<file path="src/tip_map.svh">
// Purpose: Named constants for the timer input pin assignment block
// Assumes: Included by bare name from the package and the design modules
// Notes: Definitions only; no logic lives here
`ifndef TIP_MAP_SVH
`define TIP_MAP_SVH

// ****************************************************************
// Pin function codes
// ****************************************************************
`define TIP_FC_IDLE       4'h0
`define TIP_FC_BTRIG      4'h1
`define TIP_FC_AGATE      4'h2
`define TIP_FC_AGATE_BTRG 4'h3
`define TIP_FC_BCLK       4'h4
`define TIP_FC_ATRIG      4'h5
`define TIP_FC_AGATE_BCLK 4'h6
`define TIP_FC_ATRG_BTRG  4'h7
`define TIP_FC_CLK_UPDN   4'h8
`define TIP_FC_ADIR_BCLK  4'h9
`define TIP_FC_TRG_UPDN   4'ha
`define TIP_FC_ADIR       4'hb
`define TIP_FC_AUTODISCR  4'hc
`define TIP_FC_ATRG_BCLK  4'hd
`define TIP_FC_ACLK_BTRG  4'he
`define TIP_FC_ATRG_BGATE 4'hf

// ****************************************************************
// Edge select codes and prescaler timing
// ****************************************************************
`define TIP_ESEL_NONE 2'h0
`define TIP_ESEL_RISE 2'h1
`define TIP_ESEL_FALL 2'h2
`define TIP_ESEL_BOTH 2'h3
// Prescaler clock runs at one third of the system clock
`define TIP_PRESC_RATIO 3

`endif

</file>
<file path="src/tip_pkg.sv">
// Purpose: Types and shared functions of the timer input pin assignment
// Assumes: tip_map.svh supplies the numeric constants
// Notes: No timescale; package only
`default_nettype none
`include "tip_map.svh"

package tip_pkg;

   typedef logic [3:0] tip_fcode_t;
   typedef logic [1:0] tip_esel_t;

   // Where the count direction comes from
   typedef enum logic [1:0] {
      TIP_DIR_SOFT,
      TIP_DIR_LEVEL,
      TIP_DIR_EDGE,
      TIP_DIR_PHASE
   } tip_dir_src_t;

   // True when a sampled transition matches the programmed edge choice
   function automatic logic tip_edge_hit(input tip_esel_t esel,
                                         input logic rise,
                                         input logic fall);
      logic hit;
      hit = 1'b0;
      case (esel)
         `TIP_ESEL_RISE: hit = rise;
         `TIP_ESEL_FALL: hit = fall;
         `TIP_ESEL_BOTH: hit = rise | fall;
         default: hit = 1'b0;
      endcase
      return hit;
   endfunction : tip_edge_hit

endpackage : tip_pkg

`default_nettype wire

</file>
<file path="src/tip_pin_sync.sv">
// Purpose: Synchronise one timer input pin and detect its edges
// Assumes: Pin is asynchronous to clk_sys
// Notes: Two flops before any logic reads the pin
`timescale 1ns/1ps
`default_nettype none
`include "tip_map.svh"

module tip_pin_sync (
   // Clock and reset
   input wire logic clk_sys,
   input wire logic nrst,
   // Pin and edge choice
   input wire logic pin,
   input wire tip_pkg::tip_esel_t edge_sel,
   // Synchronised results
   output logic level,
   output logic rise,
   output logic fall,
   output logic hit
);
   import tip_pkg::*;

   logic meta_q;
   logic sync_q;
   logic prev_q;

   // ****************************************************************
   // Synchroniser and history
   // ****************************************************************
   // Only sync_q reads meta_q, so metastability stays contained
   always_ff @(posedge clk_sys or negedge nrst)
   begin
      if (!nrst)
      begin
         meta_q <= 1'b0;
         sync_q <= 1'b0;
         prev_q <= 1'b0;
      end
      else
      begin
         meta_q <= pin;
         sync_q <= meta_q;
         prev_q <= sync_q;
      end
   end

   // Edge decode on the synchronised level
   assign level = sync_q;
   assign rise = sync_q & ~prev_q;
   assign fall = ~sync_q & prev_q;
   assign hit = tip_edge_hit(edge_sel, rise, fall);

endmodule : tip_pin_sync

`default_nettype wire

</file>
<file path="src/tip_pin_assign.sv">
// Purpose: Route two timer input pins to gate, trigger, clock and
//          direction roles under a 4-bit function code
// Assumes: Counter and holding registers sit outside, the prescaler divider (div_q) inside;
//          they consume the one-cycle request pulses made here
// Notes: All outputs are registered, so each answers one clock after
//        the synchronised pin event
`timescale 1ns/1ps
`default_nettype none
`include "tip_map.svh"

module tip_pin_assign #(
   parameter int PRESC_RATIO = `TIP_PRESC_RATIO
) (
   // Clock and reset
   input wire logic clk_sys,
   input wire logic nrst,
   // External timer pins
   input wire logic timer_input_a,
   input wire logic timer_input_b,
   // Configuration
   input wire tip_pkg::tip_fcode_t pin_function_code,
   input wire tip_pkg::tip_esel_t input_a_edge_select,
   input wire tip_pkg::tip_esel_t input_b_edge_select,
   input wire logic soft_direction_bit,
   input wire logic first_register_mode_bit,
   input wire logic bivalue_mode_en,
   // Counter controls
   output logic count_tick_q,
   output logic count_up_q,
   output logic ext_clock_q,
   // Holding register requests
   output logic load_req_q,
   output logic capture0_q,
   output logic capture1_q
);
   import tip_pkg::*;

   localparam int PW = $clog2(PRESC_RATIO);

   // Refuse a divider that cannot make a prescaler tick
   if (PRESC_RATIO < 2)
   begin : g_bad_ratio
      $error("PRESC_RATIO must be at least 2");
   end

   // ****************************************************************
   // Pin synchronisers
   // ****************************************************************
   logic a_lvl;
   logic a_rise;
   logic a_fall;
   logic a_ev;
   logic b_lvl;
   logic b_rise;
   logic b_fall;
   logic b_ev;

   // Edges narrower than a system period are missed; the source
   // keeps the minimum widths
   tip_pin_sync u_sync_a (
      .clk_sys(clk_sys),
      .nrst(nrst),
      .pin(timer_input_a),
      .edge_sel(input_a_edge_select),
      .level(a_lvl),
      .rise(a_rise),
      .fall(a_fall),
      .hit(a_ev)
   );

   tip_pin_sync u_sync_b (
      .clk_sys(clk_sys),
      .nrst(nrst),
      .pin(timer_input_b),
      .edge_sel(input_b_edge_select),
      .level(b_lvl),
      .rise(b_rise),
      .fall(b_fall),
      .hit(b_ev)
   );

   // ****************************************************************
   // Internal prescaler tick
   // ****************************************************************
   logic [PW-1:0] div_q;
   logic [PW-1:0] div_d;
   logic int_tick;

   assign int_tick = (div_q == PW'(PRESC_RATIO - 1));
   assign div_d = int_tick ? '0 : PW'(div_q + 1'b1);

   // Free running divider; it is not a clock, only a tick
   always_ff @(posedge clk_sys or negedge nrst)
   begin
      if (!nrst)
         div_q <= '0;
      else
         div_q <= div_d;
   end

   // ****************************************************************
   // Function code decode
   // ****************************************************************
   tip_fcode_t fc;
   logic use_a_trig;
   logic use_b_trig;
   logic gate_a;
   logic gate_b;
   logic ext_b;
   logic ext_a;
   logic gate_open;
   tip_dir_src_t dir_src;

   assign fc = pin_function_code;
   // Codes in which A is a register trigger
   assign use_a_trig = (fc == `TIP_FC_ATRIG)
                     | (fc == `TIP_FC_ATRG_BTRG)
                     | (fc == `TIP_FC_ATRG_BCLK)
                     | (fc == `TIP_FC_ATRG_BGATE);
   // Codes in which B is a capture trigger
   assign use_b_trig = (fc == `TIP_FC_BTRIG)
                     | (fc == `TIP_FC_AGATE_BTRG)
                     | (fc == `TIP_FC_ATRG_BTRG)
                     | (fc == `TIP_FC_ACLK_BTRG);
   assign gate_a = (fc == `TIP_FC_AGATE)
                 | (fc == `TIP_FC_AGATE_BTRG)
                 | (fc == `TIP_FC_AGATE_BCLK);
   assign gate_b = (fc == `TIP_FC_ATRG_BGATE);
   assign ext_b = (fc == `TIP_FC_BCLK)
                | (fc == `TIP_FC_AGATE_BCLK)
                | (fc == `TIP_FC_ADIR_BCLK)
                | (fc == `TIP_FC_ATRG_BCLK);
   assign ext_a = (fc == `TIP_FC_ACLK_BTRG);
   // Gate is open unless the selected gate pin is high
   assign gate_open = ~(gate_a & a_lvl) & ~(gate_b & b_lvl);

   // Direction source; every code outside 1000-1100 is software driven
   assign dir_src =
      ((fc == `TIP_FC_ADIR_BCLK) | (fc == `TIP_FC_ADIR)) ? TIP_DIR_LEVEL :
      ((fc == `TIP_FC_CLK_UPDN) | (fc == `TIP_FC_TRG_UPDN)) ? TIP_DIR_EDGE :
      (fc == `TIP_FC_AUTODISCR) ? TIP_DIR_PHASE : TIP_DIR_SOFT;

   // ****************************************************************
   // Next count tick
   // ****************************************************************
   logic ad_up;
   logic ad_down;
   logic tick_d;

   // Phase of B against A decides the step; A high blocks it
   assign ad_up = b_rise & ~a_lvl;
   assign ad_down = b_fall & ~a_lvl;

   always_comb
   begin
      tick_d = 1'b0;
      if (ext_b)
         tick_d = b_ev & gate_open;
      else if (ext_a)
         tick_d = a_ev;
      else if (fc == `TIP_FC_CLK_UPDN)
         tick_d = a_ev | b_ev;
      else if (fc == `TIP_FC_AUTODISCR)
         tick_d = ad_up | ad_down;
      else
         tick_d = int_tick & gate_open;
   end

   // ****************************************************************
   // Next direction
   // ****************************************************************
   logic dir_d;

   // B beats A when both edges land together in the edge modes
   always_comb
   begin
      dir_d = count_up_q;
      case (dir_src)
         TIP_DIR_SOFT: dir_d = soft_direction_bit;
         TIP_DIR_LEVEL: dir_d = a_lvl;
         TIP_DIR_EDGE:
         begin
            if (b_ev)
               dir_d = 1'b0;
            else if (a_ev)
               dir_d = 1'b1;
         end
         TIP_DIR_PHASE:
         begin
            if (ad_up)
               dir_d = 1'b1;
            else if (ad_down)
               dir_d = 1'b0;
         end
         default: dir_d = soft_direction_bit;
      endcase
   end

   // ****************************************************************
   // Holding register requests
   // ****************************************************************
   logic load_d;
   logic cap0_d;
   logic cap1_d;

   // Code 1010 uses A and B for direction only, so it is not listed
   assign load_d = use_a_trig & a_ev & ~first_register_mode_bit;
   assign cap0_d = use_a_trig & a_ev & first_register_mode_bit;
   assign cap1_d = use_b_trig & b_ev & ~bivalue_mode_en;

   // ****************************************************************
   // Output registers
   // ****************************************************************
   always_ff @(posedge clk_sys or negedge nrst)
   begin
      if (!nrst)
      begin
         count_tick_q <= 1'b0;
         count_up_q <= 1'b1;
         ext_clock_q <= 1'b0;
         load_req_q <= 1'b0;
         capture0_q <= 1'b0;
         capture1_q <= 1'b0;
      end
      else
      begin
         count_tick_q <= tick_d;
         count_up_q <= dir_d;
         ext_clock_q <= ext_a | ext_b;
         load_req_q <= load_d;
         capture0_q <= cap0_d;
         capture1_q <= cap1_d;
      end
   end
endmodule : tip_pin_assign

`default_nettype wire

</file>
<file path="config.mk">
export PLATFORM = sky130hd
export DESIGN_NAME = tip_pin_assign
export DESIGN_NICKNAME = d
export VERILOG_FILES = /design/src/tip_pkg.sv /design/src/tip_pin_sync.sv /design/src/tip_pin_assign.sv
export VERILOG_INCLUDE_DIRS = /design/src
export SDC_FILE = /design/constraint.sdc
export NUM_CORES = 1
export LEC_CHECK = 0
export ABC_CLOCK_PERIOD_IN_PS = 1600
export BUFFER_PORTS_ARGS = -buffer_cell sky130_fd_sc_hd__clkbuf_2
export CORE_AREA = 4 4 50 52
export CTS_BUF_LIST = sky130_fd_sc_hd__clkbuf_4
export CTS_CLUSTER_SIZE = 20
export DETAILED_ROUTE_END_ITERATION = 16
export DIE_AREA = 0 0 54 56
export PLACE_DENSITY_LB_ADDON = 0.3
export SLEW_MARGIN = 30
export SYNTH_ARGS = -nofsm -noshare
export SYNTH_HDL_FRONTEND = slang
export SYNTH_SLANG_ARGS = --single-unit
</file>
<file path="constraint.sdc">
create_clock -name clk_sys -period 1.6 [get_ports clk_sys]
set_input_delay 0.24 -clock clk_sys [delete_from_list [all_inputs] [get_ports clk_sys]]
set_output_delay 0.24 -clock clk_sys [all_outputs]
set_load 0.005 [all_outputs]
</file>
==> key figures <==
Setup path
  – CP arrival: 1760 ps
  – WS Path Type: flop to flop
  – CP required: 1750 ps
  – Crit path launch type: flop
  – R2r setup slk: -8 ps
  – Worst setup EP type: flop
  – Worst-path maximum fanout: 3

Drt
  – Routed length per instance: 11.7 um
  – Via count: 702
  – DR pass1 iterations: 4
  – # DRC: 0
  – Drt total wl: 1620 um
  – Via-to-Cell Ratio: 5.05
  – Routed Antenna Nets: 0
  – Initial DRC count: 12

Floorplan
  – Die width: 54 um
  – Die Ht: 56 um
  – IO Pins: 21
  – Starting density of the core: 38.1%
  – Die area: 3020 um^2
  – Site Rows: 17
  – Core box area: 2110 um^2

Synthesis
  – Avg Inst Size Synth: 9.55 um^2
  – Simple-gate share of the synthesized area: 22.3%
  – Asr flop ratio synth: 100%
  – Post-synthesis sequential element count: 14
  – Adder-cell share of the synthesized area: 6.24%
  – Post-synth cell types: 33
  – Post-Synth XOR/XNOR Area: 0%
  – Post-synth EDFFs: 0
  – Yosys warnings: 0
  – Synth Area in Compound Gates: 20.6%
  – Largest family of logic cells by synthesized area: simple AND/OR/NAND/NOR gates
  – Mux contribution to synthesized area: 1.25%
  – Area of the mapped netlist: 802 um^2
  – Mapped Cells: 84
  – Seq/Total Area, Yosys: 43.8%
  – Syn_nets: 103
  – Main synth FF type: dfrtp_1

Pwr
  – Static leakage: 0.518 nW
  – Pwr per Cell Area: 738 nW/um^2
  – Sequential power share: 51.3%
  – Switching Share: 25.4%
  – Clock power share: 29.4%
  – Worst IR drop on VDD: 0.471 mV
  – Int Pwr: 0.000555 W
  – Design Power: 0.000743 W
  – Gate power share: 19.3%
  – NetSw: 0.000189 W

Global route
  – GR peak layer: met2
  – GRT overflow: 0
  – Antenna violations before repair: 0
  – Vias in the first global route: 657
  – Met1 Usage GRT: 16.9%
  – Met2 Use GR: 18.5%
  – Gr usage total: 12.5%
  – Met3 Usage GRT: 3.22%
  – Pin count of the biggest net entering global routing: 15
  – First-pass GRT wire length: 2860 um

Clock tree
  – Max clock buf depth: 2
  – Htree depth: 1
  – CTS Sinks: 14
  – CTS tree: built
  – Worst-skew pair later-pin latency: 270 ps
  – Clock root buffer: clkbuf_4
  – Reg clk slew, reported paths: 80 ps
  – Cts bufs inserted: 3

STA
  – Fin crit share: 101%
  – Pins Over Slew Limit: 0
  – Least-Margin Pin Slew: 335 ps
  – Tmin final: 1610 ps
  – RSZ-0062 raised after global routing: yes
  – Clock skew: 3.33 ps
  – Hold Violations, Final: 0
  – Worst slew margin: 77.4%
  – Maximum clock rate: 622 MHz
  – Slack of the critical path: -8.31 ps
  – Final setup viols: 1

Cells and area
  – Area Overhead vs Synth: 25.6%
  – # diodes: 0
  – Fin cells: 139
  – Final nets: 131
  – Fraction of layout cells with a size suffix above 1: 30.6%
  – Most frequent cells in the layout: 20 x clkbuf_2, 13 x dfrtp_1, 8 x inv_1, 8 x nand2_1
  – Commonest non-fill, non-tap cell in the layout: clkbuf_2

Min path
  – Worst Hold Class: input port to flop

Job
  – Max-cap check violation count: 0

Place
  – Placed cells: 132
  – IO Port Bufs: 20
  – RePlAce Congestion: 0.812
  – HPWL Detailed: 1310 um

Status
  – Outcome: complete, but fails checks
  – Violated checks: setup timing
## cells by family after synthesis
| logic type | count (synthesis) |
|---|---|
| simple gates | 31 |
| compound gates | 23 |
| flops | 14 |
| buf+inv | 11 |
| fa+ha+maj | 4 |
| mux | 1 |
## state kept, by name, summed over array words and instances, names as in the netlist
signal	flops
u_sync_b.prev_q	1
capture1_q	1
count_tick_q	1
u_sync_b.level	1
u_sync_a.prev_q	1
load_req_q	1
u_sync_a.meta_q	1
capture0_q	1
u_sync_b.meta_q	1
u_sync_a.level	1
div_q	2
count_up_q	1
ext_clock_q	1
## per-stage QoR
| step | hold slack [ps] | setup WS (ps) | cell area (um^2) | util [%] | TNS (ps) |
|---|---|---|---|---|---|
| 2_1_floorplan | -55.6 | -13.6 | 815 | - | -13.6 |
| 3_3_place_gp | 152 | 26.7 | 952 | 45.2 | 0 |
| 3_5_place_dp | 160 | -33.9 | 952 | 45.2 | -33.9 |
| 4_1_cts | 58.4 | -17.3 | 1000 | 47.5 | -17.3 |
| 5_1_grt | 49.1 | -90.4 | 1010 | 47.8 | -90.4 |
| 6_report | 68.3 | -8.31 | 1010 | 47.8 | -8.31 |
## power groups by stage
| stage | clock network [W] | registers, W | logic [W] |
|---|---|---|---|
| floorplan | 0 | 0.000389 | 0.0000792 |
| global placement | 0 | 0.000388 | 0.000133 |
| detailed placement | 0 | 0.000389 | 0.000138 |
| CTS | 0.000229 | 0.000382 | 0.000143 |
| global route | 0.000248 | 0.000384 | 0.000163 |
| finish | 0.000218 | 0.000381 | 0.000143 |
## cell type report
class                      instances  area, um^2
inverter                           9        33.8
tap                               28        35.0
sequential                        14         352
clock buffer                       4        30.0
multi-input combinational         59         417
timing repair buffer              25         140
fill                             212        1100
## critical path: stages, from the launching register on
cell and delay [ps]:
dfrtp_1 390, inv_2 60, ha_4 270, nor2b_4 40, o211a_1 210, o311a_1 300, a211oi_2 140, o22ai_1 90
## per-layer routing
metal / part of all wire [%] / vias to the layer above
met3: 8.2 / 2
met5: 0 / -
li1: - / 345
met2: 50 / 31
met1: 41 / 324
met4: 0.31 / 0
## synthesized netlist by cell type (all sizes together), types with 2 or more instances
master  instances  area share (%)
o211a           2             2.5
nor2b           8             8.1
nor2            6             2.8
a21oi           2             1.2
nand2b          3             2.3
inv             9             4.2
nand2           8             3.7
o21ai           7             4.4
dfrtp          13              41
nand3b          2             1.9
a21boi          2             1.9
ha              4             6.2
buf             2             1.6
## repair_timing
action	CTS	global route
cloned	0	0
pin swaps	1	2
hold buffers	1	0
endpoints found under the setup margin	1	3
buffers inserted	1	1
endpoints found under the hold margin	13	0
gates resized for setup	0	1
## path summary, 6_finish.rpt
kind / from / end / cells after the start
worst min-delay path: timer_input_a / u_sync_a.meta_q / 1
max in group asynchronous: nrst / count_up_q / 2
worst max-delay path: u_sync_a.level / count_tick_q / 7
worst max register to register: u_sync_a.level / count_tick_q / 7
min in group asynchronous: nrst / ext_clock_q / 2
worst min register to register: u_sync_a.meta_q / u_sync_a.level / 0
Note: power is estimated with default switching activity, not from simulation.
